$ cat config.mk
export PLATFORM = sky130hd
export DESIGN_NAME = dual_uart_timer
export DESIGN_NICKNAME = d
export VERILOG_FILES = /design/src/rtl/duart_pkg.sv /design/src/rtl/dual_uart_timer.sv /design/src/rtl/sync_fifo.sv /design/src/rtl/uart_channel.sv
export VERILOG_INCLUDE_DIRS = /design/src /design/src/rtl
export SDC_FILE = /design/constraint.sdc
export NUM_CORES = 1
export LEC_CHECK = 0
export ABC_AREA = 0
export BUFFER_PORTS_ARGS = -buffer_cell sky130_fd_sc_hd__buf_2
export CAP_MARGIN = 0
export CORE_MARGIN = 4
export CORE_UTILIZATION = 54
export CTS_CLUSTER_SIZE = 12
export DETAILED_ROUTE_END_ITERATION = 8
export PLACE_DENSITY = 0.85
export SYNTH_ARGS = -nofsm -noshare
export SYNTH_HDL_FRONTEND = slang
export SYNTH_SLANG_ARGS = --single-unit
$ cat constraint.sdc
create_clock -name clk -period 2.18 [get_ports clk]
set_input_delay 0.327 -clock clk [delete_from_list [all_inputs] [get_ports clk]]
set_output_delay 0.327 -clock clk [all_outputs]
set_load 0.02 [all_outputs]
$ cat src/rtl/duart_defines.svh
// Purpose: constants for the dual channel uart with timer
// Assumes: 250 MHz core clock
// Notes:   offsets are absent, all control is on ports
`ifndef DUART_DEFINES_SVH
`define DUART_DEFINES_SVH
`define CLK_HZ          250000000
`define XTAL_HZ_X10     36864000
`define BAUD_MAX        38400
// buffer depths in characters, stop limit in sixteenths, reset values and channel mode codes
`define RX_DEPTH        4
`define TX_DEPTH        2
`define FIFO_DEPTH      8
`define STOP_MAX_SIX    6'h20
`define STOP_RESET      6'h10
`define DIV_RESET       16'h0196
`define MODE_NORMAL     2'h0
`define MODE_ECHO       2'h1
`define MODE_LOCAL      2'h2
`define MODE_REMOTE     2'h3
`endif

$ cat src/rtl/duart_pkg.sv
// Purpose: shared types for the dual channel uart
// Assumes: nothing
// Notes:   config and status travel as packed structs
package duart_pkg;
	typedef struct packed {
		logic [1:0]  bits_len;    // 0..3 means 5..8 data bits
		logic        par_en;
		logic        par_odd;
		logic [5:0]  stop_six;    // stop length in sixteenths, up to 32
		logic [1:0]  chan_mode;
		logic        multidrop;
		logic [15:0] rx_div;      // clk cycles per 16x tick, minus one
		logic [15:0] tx_div;
		logic        rx_use_timer;
		logic        tx_use_timer;
	} chan_cfg_t;
	typedef struct packed {
		logic        rx_ready;
		logic        tx_empty;
		logic        framing_err;
		logic        parity_err;
		logic        overrun_err;
		logic        addr_flag;
		logic [2:0]  rx_count;
	} chan_stat_t;
	typedef enum logic [1:0] {ST_IDLE, ST_START, ST_DATA, ST_STOP} ser_state_t;
endpackage

$ cat src/rtl/dual_uart_timer.sv
// Purpose: two independent channels plus sixteen-bit timer/counter
// Assumes: pins are asynchronous, two flip-flops before use
// Notes:   timer also feeds channels as clock source
`timescale 1ns/1ps
`include "duart_defines.svh"
module dual_uart_timer
	import duart_pkg::*;
(
	input  wire logic        clk,
	input  wire logic        rstn,
	input  chan_cfg_t        cfg_a,
	input  chan_cfg_t        cfg_b,
	input  wire logic        rx_a,
	input  wire logic        rx_b,
	input  wire logic        cts_n_a,
	input  wire logic        cts_n_b,
	input  wire logic        rts_req_a,
	input  wire logic        rts_req_b,
	input  wire logic        tx_valid_a,
	input  wire logic        tx_valid_b,
	output logic             tx_ready_a,
	output logic             tx_ready_b,
	input  wire logic [8:0]  tx_data_a,
	input  wire logic [8:0]  tx_data_b,
	output logic             rx_valid_a,
	output logic             rx_valid_b,
	input  wire logic        rx_take_a,
	input  wire logic        rx_take_b,
	output logic [8:0]       rx_data_a,
	output logic [8:0]       rx_data_b,
	input  wire logic        err_clear_a,
	input  wire logic        err_clear_b,
	input  wire logic [4:0]  irq_mask,
	output logic             irq_a,
	output logic             irq_b,
	output logic             txd_a,
	output logic             txd_b,
	output logic             rts_n_a,
	output logic             rts_n_b,
	output chan_stat_t       stat_a,
	output chan_stat_t       stat_b,
	input  wire logic        tmr_timer_mode,
	input  wire logic        tmr_start,
	input  wire logic        tmr_stop,
	input  wire logic [15:0] tmr_preset,
	input  wire logic        tmr_ack,
	output logic [15:0]      tmr_value,
	output logic             tmr_irq,
	output logic             tmr_wave
);
	// two-stage pin synchronisers
	logic [3:0] pin_s1, pin_s2;
	always_ff @(posedge clk or negedge rstn)
	begin
		if (!rstn)
		begin
			pin_s1 <= 4'hF;
			pin_s2 <= 4'hF;
		end
		else
		begin
			pin_s1 <= {rx_a, rx_b, cts_n_a, cts_n_b};
			pin_s2 <= pin_s1;
		end
	end

	// timer/counter counter wraps and keeps counting, timer reloads
	logic       tmr_run, tmr_tick;
	always_ff @(posedge clk or negedge rstn)
	begin
		if (!rstn)
		begin
			tmr_run   <= 1'b0;
			tmr_value <= 16'hFFFF;
			tmr_irq   <= 1'b0;
			tmr_wave  <= 1'b0;
			tmr_tick  <= 1'b0;
		end
		else
		begin
			tmr_tick <= 1'b0;
			if (tmr_start)
			begin
				tmr_run   <= 1'b1;
				tmr_value <= tmr_preset; // restarting rearms a watchdog
			end
			else if (tmr_stop && !tmr_timer_mode)
				tmr_run <= 1'b0; // stopwatch freeze
			else if (tmr_run || tmr_timer_mode)
			begin
				if (tmr_value == 16'h0000)
				begin
					tmr_tick <= 1'b1;
					if (tmr_timer_mode)
					begin
						tmr_value <= tmr_preset; // periodic reload
						tmr_wave  <= !tmr_wave; // square wave
					end
					else
						tmr_value <= 16'hFFFF; // wraps, counting carries on
				end
				else
					tmr_value <= tmr_value - 16'h0001;
			end
			// set wins over acknowledge
			tmr_irq <= (tmr_tick & irq_mask[4]) | (tmr_irq & !tmr_ack);
		end
	end

	// two channels, each its own instance and config
	uart_channel u_a (
		.clk(clk), .rstn(rstn), .cfg(cfg_a), .timer_tick(tmr_tick),
		.rx_s(pin_s2[3]), .cts_s(pin_s2[1]), .rts_req(rts_req_a),
		.tx_valid(tx_valid_a), .tx_ready(tx_ready_a), .tx_data(tx_data_a),
		.rx_valid(rx_valid_a), .rx_take(rx_take_a), .rx_data(rx_data_a),
		.err_clear(err_clear_a), .irq_mask(irq_mask[3:0]), .irq(irq_a),
		.txd(txd_a), .rts_n(rts_n_a), .stat(stat_a));
	uart_channel u_b (
		.clk(clk), .rstn(rstn), .cfg(cfg_b), .timer_tick(tmr_tick),
		.rx_s(pin_s2[2]), .cts_s(pin_s2[0]), .rts_req(rts_req_b),
		.tx_valid(tx_valid_b), .tx_ready(tx_ready_b), .tx_data(tx_data_b),
		.rx_valid(rx_valid_b), .rx_take(rx_take_b), .rx_data(rx_data_b),
		.err_clear(err_clear_b), .irq_mask(irq_mask[3:0]), .irq(irq_b),
		.txd(txd_b), .rts_n(rts_n_b), .stat(stat_b));
endmodule

$ cat src/rtl/sync_fifo.sv
// Purpose: small synchronous fifo, valid/ready on both sides
// Assumes: single clock
// Notes:   read data comes from a register
`timescale 1ns/1ps
module sync_fifo #(
	parameter int WIDTH = 9,
	parameter int DEPTH = 8
)(
	input  wire logic             clk,
	input  wire logic             rstn,
	input  wire logic             in_valid,
	output logic                  in_ready,
	input  wire logic [WIDTH-1:0] in_data,
	output logic                  out_valid,
	input  wire logic             out_ready,
	output logic      [WIDTH-1:0] out_data,
	output logic [$clog2(DEPTH):0] level
);
	localparam int AW = $clog2(DEPTH);
	logic [WIDTH-1:0] mem [DEPTH];
	logic [AW-1:0]    wptr;
	logic [AW-1:0]    rptr;
	logic             push;
	logic             pop;

	assign in_ready  = (level != (AW+1)'(DEPTH));
	assign push      = in_valid && in_ready;
	assign pop       = out_valid && out_ready;

	// write side
	always_ff @(posedge clk)
		if (push)
			mem[wptr] <= in_data;

	// pointers and fill level
	always_ff @(posedge clk or negedge rstn)
	begin
		if (!rstn)
		begin
			wptr  <= '0;
			rptr  <= '0;
			level <= '0;
		end
		else
		begin
			if (push)
				wptr <= (wptr == AW'(DEPTH-1)) ? '0 : wptr + 1'b1;
			if (pop)
				rptr <= (rptr == AW'(DEPTH-1)) ? '0 : rptr + 1'b1;
			level <= level + (AW+1)'(push) - (AW+1)'(pop);
		end
	end

	// registered head word, refreshed whenever the head moves
	always_ff @(posedge clk or negedge rstn)
	begin
		if (!rstn)
		begin
			out_valid <= 1'b0;
			out_data  <= '0;
		end
		else if (!out_valid || pop)
		begin
			if (level != '0 && !(pop && level == (AW+1)'(1)))
			begin
				out_valid <= 1'b1;
				out_data  <= pop ? mem[(rptr == AW'(DEPTH-1)) ? '0 : rptr + 1'b1] : mem[rptr];
			end
			else
				out_valid <= 1'b0;
		end
	end
endmodule

$ cat src/rtl/uart_channel.sv
// Purpose: one full-duplex serial channel with buffers and errors
// Assumes: rx and cts already pass two flip-flops here
// Notes:   instantiated twice in dual_uart_timer
//
// Behaviour
// - two channels run independently, sharing irq_mask[3:0]
// - five to eight data bits per channel
// - even, odd or no parity
// - stop length up to two bits, sixteenths
// - four rx characters, two tx characters buffered
// - errors and maskable interrupt per source, the three errors sharing one mask bit
// - normal, echo, local and remote loopback
// - multidrop: ninth bit marks address
// - separate rx and tx baud rates
// - baud ticks reach 38.4k from divider
// - rts output and cts input per channel
// - sixteen-bit timer, counter or timer mode
// - counter: stopwatch, interrupt on each wrap, watchdog
// - timer: clock source, periodic, square wave
`timescale 1ns/1ps
`include "duart_defines.svh"
module uart_channel
	import duart_pkg::*;
(
	input  wire logic        clk,
	input  wire logic        rstn,
	input  chan_cfg_t        cfg,
	input  wire logic        timer_tick,
	input  wire logic        rx_s,
	input  wire logic        cts_s,
	input  wire logic        rts_req,
	input  wire logic        tx_valid,
	output logic             tx_ready,
	input  wire logic [8:0]  tx_data,
	output logic             rx_valid,
	input  wire logic        rx_take,
	output logic [8:0]       rx_data,
	input  wire logic        err_clear,
	input  wire logic [3:0]  irq_mask,
	output logic             irq,
	output logic             txd,
	output logic             rts_n,
	output chan_stat_t       stat
);
	logic [15:0] rx_cnt, tx_cnt;
	logic        rx_tick, tx_tick;
	// rx and tx dividers are separate so each direction picks a rate
	always_ff @(posedge clk or negedge rstn)
	begin
		if (!rstn)
		begin
			rx_cnt  <= '0;
			tx_cnt  <= '0;
			rx_tick <= 1'b0;
			tx_tick <= 1'b0;
		end
		else
		begin
			rx_tick <= 1'b0;
			tx_tick <= 1'b0;
			if (cfg.rx_use_timer)
				rx_tick <= timer_tick;
			else if (rx_cnt >= cfg.rx_div)
			begin
				rx_cnt  <= '0;
				rx_tick <= 1'b1;
			end
			else
				rx_cnt <= rx_cnt + 16'h0001;
			if (cfg.tx_use_timer)
				tx_tick <= timer_tick;
			else if (tx_cnt >= cfg.tx_div)
			begin
				tx_cnt  <= '0;
				tx_tick <= 1'b1;
			end
			else
				tx_cnt <= tx_cnt + 16'h0001;
		end
	end

	// loopback routing
	logic rx_line, tx_line, rx_bit_now;
	logic txd_next;
	always_comb
	begin
		// remote loop keeps the receiver idle; only the far side sees the echo
		if (cfg.chan_mode == `MODE_LOCAL)
			rx_line = tx_line;
		else if (cfg.chan_mode == `MODE_REMOTE)
			rx_line = 1'b1;
		else
			rx_line = rx_s;
		case (cfg.chan_mode)
			`MODE_ECHO:   txd_next = rx_s;
			`MODE_REMOTE: txd_next = rx_s;
			`MODE_LOCAL:  txd_next = 1'b1;
			default:      txd_next = tx_line;
		endcase
	end
	assign rx_bit_now = rx_line;

	// transmitter, holding two characters
	logic        tq_valid;
	logic [8:0]  tq_data;
	logic        tq_take;
	sync_fifo #(.WIDTH(9), .DEPTH(`TX_DEPTH)) u_txq (
		.clk(clk), .rstn(rstn), .in_valid(tx_valid), .in_ready(tx_ready),
		.in_data(tx_data), .out_valid(tq_valid), .out_ready(tq_take),
		.out_data(tq_data), .level());
	ser_state_t  ts;
	logic [3:0]  t_sub;
	logic [5:0]  t_stop;
	logic [3:0]  t_bit;
	logic [9:0]  t_sh;
	logic [3:0]  t_nbits;
	assign t_nbits = 4'(cfg.bits_len) + 4'h5 + 4'(cfg.par_en | cfg.multidrop);
	assign tq_take = (ts == ST_IDLE) && tq_valid && !cts_s && (cfg.chan_mode != `MODE_REMOTE);
	always_ff @(posedge clk or negedge rstn)
	begin
		if (!rstn)
		begin
			ts      <= ST_IDLE;
			tx_line <= 1'b1;
			t_sub   <= '0;
			t_stop  <= '0;
			t_bit   <= '0;
			t_sh    <= '0;
		end
		else case (ts)
			ST_IDLE:
				if (tq_take)
				begin
					// unused data bits cleared, parity or address bit right behind the data
					t_sh    <= {2'b00, tq_data[7:0] & (8'hFF >> (2'h3 - cfg.bits_len))};
					if (cfg.multidrop || cfg.par_en)
						t_sh[4'(5) + 4'(cfg.bits_len)] <= cfg.multidrop ? tq_data[8] :
							(cfg.par_odd ^ ^(tq_data[7:0] & (8'hFF >> (2'h3 - cfg.bits_len))));
					tx_line <= 1'b0;
					t_sub   <= '0;
					ts      <= ST_START;
				end
			ST_START:
				if (tx_tick)
				begin
					t_sub <= t_sub + 4'h1;
					if (t_sub == 4'hF)
					begin
						ts      <= ST_DATA;
						t_bit   <= '0;
						tx_line <= t_sh[0];
					end
				end
			ST_DATA:
				if (tx_tick)
				begin
					t_sub <= t_sub + 4'h1;
					if (t_sub == 4'hF)
					begin
						t_sh <= {1'b0, t_sh[9:1]};
						if (4'(t_bit) + 4'h1 == t_nbits)
						begin
							ts      <= ST_STOP;
							tx_line <= 1'b1;
							t_stop  <= '0;
						end
						else
						begin
							t_bit   <= t_bit + 4'h1;
							tx_line <= t_sh[1];
						end
					end
				end
			default:
				if (tx_tick)
				begin
					t_stop <= t_stop + 6'h01;
					if (t_stop + 6'h01 >= cfg.stop_six)
						ts <= ST_IDLE;
				end
		endcase
	end

	// receiver samples mid-bit at sixteen ticks per bit
	ser_state_t  rs;
	logic [3:0]  r_sub;
	logic [3:0]  r_bit;
	logic [9:0]  r_sh;
	logic        r_done, r_ferr, r_perr;
	logic        par_calc;
	always_ff @(posedge clk or negedge rstn)
	begin
		if (!rstn)
		begin
			rs     <= ST_IDLE;
			r_sub  <= '0;
			r_bit  <= '0;
			r_sh   <= '0;
			r_done <= 1'b0;
			r_ferr <= 1'b0;
		end
		else
		begin
			r_done <= 1'b0;
			case (rs)
				ST_IDLE:
					if (!rx_bit_now)
					begin
						rs    <= ST_START;
						r_sub <= '0;
					end
				ST_START:
					if (rx_tick)
					begin
						r_sub <= r_sub + 4'h1;
						if (r_sub == 4'h7)
						begin
							rs    <= rx_bit_now ? ST_IDLE : ST_DATA;
							r_sub <= '0;
							r_bit <= '0;
							r_sh  <= '0;
						end
					end
				ST_DATA:
					if (rx_tick)
					begin
						r_sub <= r_sub + 4'h1;
						if (r_sub == 4'hF)
						begin
							r_sh[r_bit] <= rx_bit_now;
							r_bit       <= r_bit + 4'h1;
							if (r_bit + 4'h1 == t_nbits)
								rs <= ST_STOP;
						end
					end
				default:
					if (rx_tick)
					begin
						r_sub <= r_sub + 4'h1;
						if (r_sub == 4'hF)
						begin
							r_ferr <= !rx_bit_now;
							r_done <= 1'b1;
							rs     <= ST_IDLE;
						end
					end
			endcase
		end
	end
	assign par_calc = cfg.par_odd ^ ^(r_sh[7:0] & (8'hFF >> (2'h3 - cfg.bits_len)));
	assign r_perr   = cfg.par_en && !cfg.multidrop && (r_sh[4'(5) + 4'(cfg.bits_len)] != par_calc);

	// receive queue of four
	logic [8:0] r_word;
	logic       rq_ready;
	logic [2:0] rq_level;
	assign r_word = {cfg.multidrop & r_sh[4'(5) + 4'(cfg.bits_len)],
		r_sh[7:0] & (8'hFF >> (2'h3 - cfg.bits_len))};
	sync_fifo #(.WIDTH(9), .DEPTH(`RX_DEPTH)) u_rxq (
		.clk(clk), .rstn(rstn), .in_valid(r_done), .in_ready(rq_ready),
		.in_data(r_word), .out_valid(rx_valid), .out_ready(rx_take),
		.out_data(rx_data), .level(rq_level));

	// sticky errors, a new event wins over a clear
	always_ff @(posedge clk or negedge rstn)
	begin
		if (!rstn)
		begin
			stat  <= '0;
			irq   <= 1'b0;
			rts_n <= 1'b1;
			txd   <= 1'b1;
		end
		else
		begin
			stat.framing_err <= (r_done & r_ferr) | (stat.framing_err & !err_clear);
			stat.parity_err  <= (r_done & r_perr) | (stat.parity_err & !err_clear);
			stat.overrun_err <= (r_done & !rq_ready) | (stat.overrun_err & !err_clear);
			stat.rx_ready    <= rx_valid;
			stat.tx_empty    <= !tq_valid && ts == ST_IDLE;
			stat.addr_flag   <= rx_valid & rx_data[8];
			stat.rx_count    <= rq_level[2:0];
			irq <= |(irq_mask & {stat.framing_err | stat.parity_err | stat.overrun_err,
				stat.addr_flag, stat.tx_empty, stat.rx_ready});
			rts_n <= !rts_req;
			txd   <= txd_next;
		end
	end
endmodule
# Word-level counts from Yosys, hierarchy flattened
# Memories as Yosys holds them, arrays and structs flattened.
# Cells that the tools add are included.
# classes
magnitude_cmp	14
n_bitwise	47
reduce_logical	132
mux	197
n_shift	2
addsub	37
n_eq_ne	69
# op_table
op	n
$mux W10	16
$mux W16	9
$mux W4	30
$pmux W10 S2	4
$mux W2	38
$add A16 B1 Y16 const B	4
$ge A16 B16 Y1	4
$pmux W4 S2	8
$mux W1	60
$mux W6	8
$ne A2 B1 Y1 const B	22
$bwmux W10	4
$mux W9	4
$logic_and A1 B1 Y1	33
$add A4 B1 Y4 const B	8
$and A8 B8 Y8	4
$reduce_and A8 Y1	4
$reduce_bool A2 Y1	16
$reduce_xor A8 Y1	4
$eq A2 B2 Y1 const B	12
$pmux W2 S3	4
$pmux W6 S2	2
$reduce_and A6 Y1	4
$logic_not A1 Y1	23
other kinds (44)	173
# word_totals
register_bits	280
wordCells	581
memories	4
out_inout_bits	64
inputBits	151
ram_bits	108
# memory_table
memory	depth	width	rd	rd_ports_with_merged_regs	wr	line	rtl
u_a.u_rxq.mem	4	9	2	0	1	sync_fifo.sv:20	logic [WIDTH-1:0] mem [DEPTH];
u_b.u_rxq.mem	4	9	2	0	1	sync_fifo.sv:20	
u_a.u_txq.mem	2	9	2	0	1	sync_fifo.sv:20	
u_b.u_txq.mem	2	9	2	0	1	sync_fifo.sv:20	

# Longest topological paths before layout
# Gate-level depths: netlist of the first run.
# logic_depth
ltp_word	10
ltp_mapped	11
depth_no_buf	10

# Modules after synthesis
# From an unflattened synthesis of the first run, not the netlist that was laid out.
# unflattened
hier_cells	2104
area_unflattened_um2	21620.7
# by_module_without_submodules
mod	area_each_um2	cells_each	instances
uart_channel at u_a	6214.7	697	1
uart_channel at u_b	6184.7	689	1
sync_fifo at u_a.u_txq ...	1321.3	94	2
sync_fifo at u_a.u_rxq	2536.2	190	1
sync_fifo at u_b.u_rxq	2519.9	183	1
dual_uart_timer	1522.7	157	1

# Least setup slack after synthesis of the first run
# No wires, ideal clock.
# synth_path
path_type	input-to-reg
from	in cfg_b[34] (netlist name)
to	reg u_b.t_bit[0]
t_arrival_ns	2.755
path_slack_ns	-0.700
cell_stages	10
setup_time_ns	0.125
required_ns	2.055
cell_sequence	or2_2 clkbuf_1 ha_1 fa_1 or4_1 a31oi_1 and3_1 nor2_1 and3_4 mux2_2
# synth_via
elab_chain_len	5
# synth_lines
item	line	rtl
start, declared	dual_uart_timer.sv:12	input chan_cfg_t cfg_b,
$or A1 B1 Y1	uart_channel.sv:117	assign t_nbits = 4'(cfg.bits_len) + 4'h5 + 4'(cfg.par_en | cfg.multidrop);
$add A4 B4 Y4	uart_channel.sv:117	
$eq A4 B4 Y1	uart_channel.sv:161	if (4'(t_bit) + 4'h1 == t_nbits)
$ne A2 B2 Y1 (no line)	--	
$reduce_and A6 Y1 (no line)	--	
end signal, assigned	uart_channel.sv:169	t_bit <= t_bit + 4'h1;
end, declared	uart_channel.sv:114	logic [3:0] t_bit;
# No other way between the ends.
# A chain may end at the register's enable or synchronous reset.

# Worst setup path after layout of the first run
# layout_path
from	reg u_a.rx_cnt[3]
to	reg u_a.rx_cnt[2]
# layout_via
elab_chain_len	2
# layout_lines
item	line	rtl
start, declared	uart_channel.sv:45	logic [15:0] rx_cnt, tx_cnt;
start signal, assigned	uart_channel.sv:69	rx_cnt <= rx_cnt + 16'h0001;
$ge A16 B16 Y1	uart_channel.sv:63	else if (rx_cnt >= cfg.rx_div)
$mux W16	uart_channel.sv:63	
# No other way between the ends.

==> results by stage, run 1 <==
Run status:
- The run finished, with violations left.
- The final reports fail on setup timing.

Layout:
- The filler cell count is 2599.
- In the final layout, the share of cells above drive strength 1 is 27.3%.
- The area growth from synthesis to layout is 25.9%.
- The design area is 26600 sq um.
- After the last flow step, the layout net total stands at 2711.

Floorplan:
- Measured along the y axis, the die boundary spans 206 um.
- In this run the horizontal extent of the chip is around 210 um.
- The die covers 42300 sq um.
- 215 I/O pins were placed.
- The initial core utilization is 54.6%.
- The core footprint is 38600 sq um.
- The number of cell rows is 72.

Route:
- The detail-routed via count per cell is about 5.7.
- The count of nets left with antenna violations after detail routing is 0.
- The count of TritonRoute iterations in the first routing pass is 6.
- For this run, design rule violations remaining after detail routing come to 0.
- Detailed routing inserted a total of roughly 17000 vias.
- The per-cell routed wire length is 17.9 um.
- For this block, the routed nets add up to 53200 um of wire.
- After the first detailed-routing iteration, the DRC count stood at 1426.

Timing:
- At the pin with the least slew margin, the transition time is about 820 ps.
- The post-route fraction of the period consumed by the critical path is 106%.
- The count of final setup violators is 18.
- The number of pins exceeding their max-slew limit in the final report was 0.
- The clock tree skew after final layout is 28.4 ps.
- Setup repair after global routing could not meet its margin everywhere.
- The maximum frequency from static timing analysis is 434 MHz.
- The number of endpoints with negative hold slack in the final report is 0.
- The smallest setup slack after layout is -126 ps.
- In this run the tightest slew margin relative to its limit is 45.3%.
- The final period demand of the worst path is ~2300 ps.
- The tightest hold path in the finished design has a slack of 33.3 ps.

Logic synthesis:
- Synthesis inferred 388 register bits.
- The mean cell area of the mapped netlist is 10.6 sq um.
- The number of different library cells used by synthesis comes to 80.
- The number of enable-type register cells in the synthesized netlist is ~110.
- The warning count from the yosys run is 0.
- The share of synthesized area spent on multiplexers is 7.04%.
- Summing the areas of all xor and xnor instances in the mapped netlist gives 4.74% of the synthesized area.
- After synthesis the cells add up to 21100 sq um.
- The number of instances in the synthesized netlist is 1986.
- The main combinational cell family by area after synthesis is simple AND/OR/NAND/NOR gates.
- The primary flip-flop cell chosen by synthesis mapping is sky130_fd_sc_hd__dfrtp_1.
- For this run, asynchronously set or reset flops after synthesis account for 72.2%.
- Of the total synthesized cell area, the portion taken by full adders, half adders and majority gates is roughly 9.1%.
- The part of the Yosys area used for sequential elements is 48.7%.
- Summing the areas of all and, or, nand and nor instances in the mapped netlist gives about 15% of the synthesized area.
- The total nets after synthesis is 2288.
- The synthesized netlist devotes between 10% and 20% of its cell area to compound gates.

Global route:
- The wire length of the first global-routing pass is 85000 um.
- The maximum number of pins on one net before global-route repair is 57.
- Global routing consumed, over all layers together, ~24% of the routing resources.
- The number of antenna violations at the first check in global routing was 4.
- Global routing finished with a remaining overflow of 0.
- The via count of the first global-routing pass is 17400.

Critical path:
- STA classifies the critical path startpoint as a flip-flop.
- The worst register-to-register path begins at u_a.rx_cnt[3]$_DFFE_PN0N_.
- The worst setup path category is reg2reg.
- In this run the worst path has a maximum fanout of 6.
- STA classifies the critical path endpoint as a flip-flop.
- The cell depth of the worst flop-to-flop path is 8.
- The critical path starts at u_a.rx_cnt[3]$_DFFE_PN0N_.
- The worst path required time is ~2600 ps.
- The data arrival time of the worst path is 2750 ps.

Clocking:
- The TritonCTS clock tree is done.
- The H-tree was split into 2 levels.
- Buffers inserted during clock tree synthesis total 44.
- Clock-pin slew was measured on the worst setup and hold paths at 60 ps.
- The later pin in the worst-skew pair is clocked with a latency of 580 ps.
- The maximum clock insertion buffer count is 3.
- The clock root buffer master is sky130_fd_sc_hd__clkbuf_16.
- The number of clock sinks is 388.

Hold path:
- In this run the worst hold path is classified as in2reg.
- Counting instances, the worst hold path has a depth of 3.
- The origin of the worst min-delay path is irq_mask[1].

Job:
- The max-capacitance violation count is 0.

Placed design:
- Buffers placed on the I/O ports in this run total about 210.
- The post-DP HPWL is between 30000 and 40000 um.
- After detailed placement, the total cell area comes to 24000 sq um.
- The final weighted congestion in routability-driven placement is 0.878.

Power and ir drop:
- VDD sags by at most 0.686 mV.
- The static leakage power is 12.2 nW.
- Power spread over the standard cell area amounts to 1180 nW/um^2.
==> stage by stage <==
| step | TNS, ps | instances | utilization [%] | setup WS [ps] | power [mW] |
|---|---|---|---|---|---|
| 2_1_floorplan | -5650 | 1986 | - | -406 | 18.7 |
| 3_3_place_gp | -14530 | 2828 | 62.0 | -498 | 21.9 |
| 3_5_place_dp | -19840 | 2828 | 62.0 | -626 | 22.8 |
| 4_1_cts | -160 | 2952 | 67.5 | -65.1 | 30.9 |
| 5_1_grt | -3510 | 2964 | 68.7 | -190 | 33.3 |
| 6_report | -1050 | 2966 | 68.8 | -126 | 31.3 |
==> power breakdown <==
| part | switching, mW | internal (mW) |
|---|---|---|
| Combinational | 6.87 | 6.05 |
| Sequential | 1.47 | 9.32 |
| Clock | 3.02 | 4.55 |
| Total | 11.4 | 19.9 |
==> cells in the mapped netlist (13+ instances only) <==
cell / instances / area share, %
sky130_fd_sc_hd__a22o_1: 35 / 1.5
sky130_fd_sc_hd__o21ai_0: 117 / 2.8
sky130_fd_sc_hd__nand2b_1: 25 / 0.74
sky130_fd_sc_hd__or3_1: 17 / 0.50
sky130_fd_sc_hd__buf_2: 13 / 0.31
sky130_fd_sc_hd__xor2_1: 35 / 1.5
sky130_fd_sc_hd__dfstp_2: 30 / 3.7
sky130_fd_sc_hd__edfxtp_1: 108 / 15
sky130_fd_sc_hd__and2_1: 17 / 0.50
sky130_fd_sc_hd__a21oi_1: 83 / 2.0
sky130_fd_sc_hd__dfrtp_1: 250 / 30
sky130_fd_sc_hd__mux4_2: 38 / 4.1
sky130_fd_sc_hd__a21o_1: 29 / 1.0
sky130_fd_sc_hd__nor2b_1: 32 / 0.95
sky130_fd_sc_hd__nor3_1: 24 / 0.57
sky130_fd_sc_hd__nand3_1: 56 / 1.3
sky130_fd_sc_hd__mux2_2: 16 / 0.85
sky130_fd_sc_hd__o31ai_1: 15 / 0.53
sky130_fd_sc_hd__clkbuf_1: 40 / 0.71
sky130_fd_sc_hd__mux2i_1: 45 / 2.1
sky130_fd_sc_hd__nand4_1: 18 / 0.53
sky130_fd_sc_hd__nand2_1: 235 / 4.2
sky130_fd_sc_hd__nor2_1: 152 / 2.7
sky130_fd_sc_hd__a31oi_1: 27 / 0.80
sky130_fd_sc_hd__and3_1: 21 / 0.62
sky130_fd_sc_hd__inv_1: 139 / 2.5
sky130_fd_sc_hd__xnor2_1: 65 / 2.7
sky130_fd_sc_hd__ha_1: 147 / 8.7
==> sequential cells by signal, indices dropped and copies added, names as in the netlist, 6 cells and up <==
name / cells
u_a.u_txq.mem: 18
u_b.u_rxq.out_data: 9
u_a.u_rxq.mem: 36
u_a.t_sh: 10
u_b.t_sh: 10
u_a.t_stop: 6
u_a.u_txq.out_data: 9
u_a.stat: 9
u_b.rx_cnt: 16
u_b.stat: 9
u_b.u_txq.out_data: 9
u_b.u_txq.mem: 18
u_a.rx_cnt: 16
u_b.t_stop: 6
tmr_value: 16
u_b.u_rxq.mem: 36
u_b.r_sh: 10
u_a.r_sh: 10
u_b.tx_cnt: 16
u_a.tx_cnt: 16
u_a.u_rxq.out_data: 9
==> path summary, 6_finish.rpt <==
check / end / slack, ps
max in group asynchronous: tmr_value[11]$_DFFE_PN1P_ / 1130
worst max register to register: u_a.rx_cnt[2]$_DFFE_PN0N_ / -130
worst min-delay path: u_b.irq$_DFF_PN0_ / 30
worst max-delay path: u_a.rx_cnt[2]$_DFFE_PN0N_ / -130
min in group asynchronous: u_a.u_rxq.out_data[3]$_DFFE_PN0P_ / 310
worst min register to register: pin_s2[2]$_DFF_PN1_ / 360
==> layout by cell type (no fill, tap or decap), types with 13 or more instances in the layout <==
master                          netlist  layout
sky130_fd_sc_hd__or3_1               17      16
sky130_fd_sc_hd__and2_1              17      16
sky130_fd_sc_hd__inv_1              139     138
sky130_fd_sc_hd__buf_2               13     213
sky130_fd_sc_hd__a21oi_1             83      73
sky130_fd_sc_hd__a22o_1              35      35
sky130_fd_sc_hd__a31oi_1             27      25
sky130_fd_sc_hd__mux4_2              38      38
sky130_fd_sc_hd__dlygate4sd3_1        0      34
sky130_fd_sc_hd__dfrtp_1            250     245
sky130_fd_sc_hd__xor2_1              35      34
sky130_fd_sc_hd__nor3_1              24      20
sky130_fd_sc_hd__nand4_1             18      18
sky130_fd_sc_hd__edfxtp_1           108     108
sky130_fd_sc_hd__o21ai_0            117     109
sky130_fd_sc_hd__ha_1               147     129
sky130_fd_sc_hd__nor2_1             152     145
sky130_fd_sc_hd__buf_4                0     172
sky130_fd_sc_hd__nand2_1            235     233
sky130_fd_sc_hd__mux2_2              16      13
sky130_fd_sc_hd__nor2b_1             32      29
sky130_fd_sc_hd__clkbuf_1            40      15
sky130_fd_sc_hd__nand2b_1            25      22
sky130_fd_sc_hd__xnor2_1             65      60
sky130_fd_sc_hd__dfstp_2             30      30
sky130_fd_sc_hd__and3_1              21      19
sky130_fd_sc_hd__nand3_1             56      55
sky130_fd_sc_hd__mux2i_1             45      45
sky130_fd_sc_hd__o31ai_1             15      13
sky130_fd_sc_hd__clkbuf_16            0      45
sky130_fd_sc_hd__a21o_1              29      28
==> per-layer routing <==
layer	global-route usage [%]	share of wire [%]	vias to the layer above
met5	0	0.038	-
met4	6.89	2.5	4
met3	4.98	6.6	128
met2	42.5	51	623
met1	30.8	40	8304
li1	-	-	7906
==> cells by family after synthesis <==
kind of cell               after synthesis
AOI/OAI and AO/OA                      391
xor gates and xnor gates               106
adders and majority gates              151
buffers and inverters                  197
DFF                                    388
muxes                                   99
and+or+nand+nor                        654
==> layout make-up <==
class,count,area [sq um],share of cell area (%)
diodes,3,7.51,0.0283
clock buffers,67,1280,4.81
clock inverters,15,201,0.758
inverters,141,529,1.99
multi-input cells,1401,10700,40.3
flip-flops and latches,388,10300,38.7
well taps,518,648,2.44
repair buffers,433,2910,11.0
==> what timing repair did <==
item | in CTS | in global routing
endpoints found under the hold margin | 98 | 0
gates resized for setup | 49 | 79
hold buffers | 34 | 0
setup buffers | 9 | 11
setup endpoints to repair | 70 | 101
pin swaps | 21 | 37
==> critical path, cell delays in order, from the launching register on <==
cell	delay, ps
sky130_fd_sc_hd__dfrtp_1	430
sky130_fd_sc_hd__ha_4	290
sky130_fd_sc_hd__o211ai_1	80
sky130_fd_sc_hd__or3_4	410
sky130_fd_sc_hd__a2111oi_4	340
sky130_fd_sc_hd__or4_4	210
sky130_fd_sc_hd__buf_6	130
sky130_fd_sc_hd__nor3b_1	50
sky130_fd_sc_hd__a211o_1	260
(Power assumes the default switching activity.)
==> inputs of run 2 (changes only) <==
--- a/config.mk
+++ b/config.mk
@@ -10,10 +10,10 @@
 export BUFFER_PORTS_ARGS = -buffer_cell sky130_fd_sc_hd__buf_2
 export CAP_MARGIN = 0
 export CORE_MARGIN = 4
-export CORE_UTILIZATION = 54
+export CORE_UTILIZATION = 25
 export CTS_CLUSTER_SIZE = 12
 export DETAILED_ROUTE_END_ITERATION = 8
-export PLACE_DENSITY = 0.85
+export PLACE_DENSITY = 0.5
 export SYNTH_ARGS = -nofsm -noshare
 export SYNTH_HDL_FRONTEND = slang
 export SYNTH_SLANG_ARGS = --single-unit
==> run 2 against run 1 <==
Compared with the run above: the run still ends with setup timing left; routed wire length is 3.4% higher; global-route usage down 12 points; non-clock buffer count is 40 higher; total power is 0.19% lower.
==> results by stage, run 2 (synthesis results as in run 1) <==
Placed design:
- Including well taps, the total number of placed cells is 3477.
- The post-DP HPWL is 40800 um.
- Prior to clock tree synthesis, the placed netlist has a worst setup slack of -518 ps.
- Input and output buffers added on the ports amount to between 200 and 250.
- The final weighted congestion in routability-driven placement is 0.839.

Timing:
- Setup slack on the critical path of the routed design comes to -74.8 ps.
- The number of pins exceeding their max-slew limit in the final report is 0.
- The clock tree skew after final layout is 18.8 ps.
- The number of endpoints with negative hold slack in the final report is 0.
- The worst pin sits at a relative slew slack of 62.2%.
- The maximum frequency from static timing analysis is 444 MHz.
- The final period demand of the worst path is 2250 ps.
- Setup repair after global routing could not meet its margin everywhere.
- At the pin with the least slew margin, the transition time is about 570 ps.
- The count of final setup violators is 5.
- The final critical path takes up 103% of the cycle.

Floorplan:
- The floorplan step set the die height to about 300 um.
- The floorplan has 106 rows.
- After floorplanning, the core was sized to cover 83700 sq um.
- Once the floorplan was initialized, standard cells occupied 25.2% of the core.
- In this run the count of I/O pins placed on the die edge is 215.
- The die is roughly 300 um wide.
- The die covers 89100 sq um.

Critical path:
- The largest driver fanout on the critical path is 6.
- The critical path crosses 10 cells after its start point.
- The standard cell with the maximum stage delay on the critical path is sky130_fd_sc_hd__or4_4.
- The worst register-to-register path has a setup slack of -70 ps.
- Walking the worst path, the cells encountered are inv_2 -> ha_4 -> nand2b_4 -> a211oi_2 -> or3_4 -> a2111oi_4 -> or4_4 -> buf_6 -> nor4b_2 -> a211o_1.
- The beginning of the critical path is u_a.rx_cnt[0]$_DFFE_PN0N_.
- The worst path required time is between 2000 and 3000 ps.
- STA classifies the critical path endpoint as a flip-flop.
- The critical path in this run is classified as reg2reg.
- The top cell family by delay on the critical path is simple AND/OR/NAND/NOR gates.
- The cell depth of the worst flop-to-flop path is 10.
- The startpoint of the worst register-to-register path is u_a.rx_cnt[0]$_DFFE_PN0N_.
- On the worst path, the slowest cell contributes a delay of ~500 ps.
- Data arrives at the worst endpoint at 2780 ps.
- The number of buffers and inverters on the critical path is 2.
- STA classifies the critical path startpoint as a flip-flop.

Job:
- The max-capacitance violation count is 0.

Layout:
- The largest registers in the layout are u_a.u_rxq.mem x36, u_b.u_rxq.mem x36.
- After the flow finishes, the layout carries non-filler instances totaling 3634.
- In the layout the commonest cells are sky130_fd_sc_hd__dfrtp_1 (245), sky130_fd_sc_hd__nand2_1 (232), sky130_fd_sc_hd__buf_2 (213).
- Fill cells in the final layout number 8443.
- In the final layout, the share of cells above drive strength 1 is roughly 28%.
- Leaving out fill and tap cells, the most frequent cell in the layout is sky130_fd_sc_hd__dfrtp_1.
- The area overhead of the layout relative to synthesis is 30.8%.
- The number of nets at the end of the flow is 2757.

Route:
- Dividing the detail-routed wire length by the instance count gives roughly 15 um.
- The count of nets left with antenna violations after detail routing is 0.
- In the routed layout, each cell is associated on average with a via count of 4.47.
- After detailed routing, the total wire length is 55000 um.
- Across all layers, the routed design uses 16300 vias.
- The DRC violations left is 0.
- The count of TritonRoute iterations in the first routing pass is 7.
- The number of violations reported at the end of detailed-routing iteration 0 is 780.

Hold path:
- Counting instances, the worst hold path has a depth of 3.
- The class of the worst hold path is in2reg.
- The origin of the worst min-delay path is tmr_preset[10].

Run status:
- The flow ran to the end, but the final reports show violations.
- The checks that failed: setup timing.

Global route:
- The total grt overflow is 0.
- The maximum number of pins on one net before global-route repair is 52.
- The number of antenna violations at the first check in global routing was 13.
- The total global-route track usage is 12.1%.
- The first global-routing pass estimated just under 90000 um of wire.
- The via count of the first global-routing pass is between 15000 and 20000.

Clocking:
- The clock net in this run drives a total of approximately 390 sinks.
- The maximum clock insertion buffer count is 3.
- The later pin in the worst-skew pair is clocked with a latency of 600 ps.
- TritonCTS created around 50 clock buffers.
- The clock root buffer master is sky130_fd_sc_hd__clkbuf_16.
- Clock-pin slew was measured on the worst setup and hold paths at 60 ps.
- TritonCTS built the clock tree.
- The number of H-tree levels is 2.

Power and ir drop:
- The areal power density over the cells is 1130 nW/um^2.
- The design draws between 30 and 40 mW.
- In this run the static leakage power is between 10 and 15 nW.
- The worst-case IR drop observed on VDD is 0.674 mV.
-- run 2: what timing repair did --
| item | in CTS | in global routing |
|---|---|---|
| hold buffers | 41 | 0 |
| hold endpoints to repair | 93 | 0 |
| setup buffers | 6 | 15 |
| setup endpoints to repair | 53 | 114 |
| pin swaps | 21 | 33 |
| cloned | 0 | 1 |
| gates resized for setup | 43 | 78 |
-- run 2: path summary, 6_finish.rpt --
check,to
max,u_a.rx_cnt[2]$_DFFE_PN0N_
min,tmr_value[10]$_DFFE_PN1P_
max reg2reg,u_a.rx_cnt[2]$_DFFE_PN0N_
min reg2reg,pin_s2[0]$_DFF_PN1_
max in group asynchronous,u_a.t_bit[0]$_DFFE_PN0P_
min in group asynchronous,u_a.u_rxq.out_data[1]$_DFFE_PN0P_
-- run 2: metal layers --
layer	track usage, %	wire [um]
met3	2.57	2840
met2	19.8	25300
met4	3.05	1080
met1	16.3	25800
met5	0	48
-- run 2: tightest hold or removal path: stages --
cell                      delay, ps
sky130_fd_sc_hd__buf_2          100
sky130_fd_sc_hd__o21ai_0        140
sky130_fd_sc_hd__a21oi_1         60
-- run 2: final cells by class --
| class | instances | area (sq um) | share of cell area [%] |
|---|---|---|---|
| Inverter | 141 | 529 | 1.92 |
| Multi-Input combinational cell | 1402 | 10600 | 38.4 |
| Sequential cell | 388 | 10300 | 37.3 |
| Tap cell | 1134 | 1420 | 5.14 |
| Clock inverter | 22 | 136 | 0.494 |
| Timing Repair Buffer | 473 | 3230 | 11.7 |
| Clock buffer | 68 | 1380 | 4.99 |
| Antenna cell | 6 | 15.0 | 0.0544 |
-- run 2: power breakdown --
group | switching [mW] | leakage [nW] | internal, mW
Combinational | 6.63 | 7.23 | 6.23
Sequential | 1.34 | 4.48 | 9.32
Clock | 3.29 | 0.751 | 4.42
-- run 2: metrics by stage --
stage                     setup TNS [ps]  util [%]  hold slack, ps  area [sq um]
after floorplan                    -5650         -            31.4         21200
after global placement            -19580      29.9             331         25000
after detailed placement          -22860      29.9             335         25000
after CTS                          -1540      32.5          0.0202         27200
after global routing               -1860      33.0            42.4         27600
final                               -237      33.0            55.0         27600
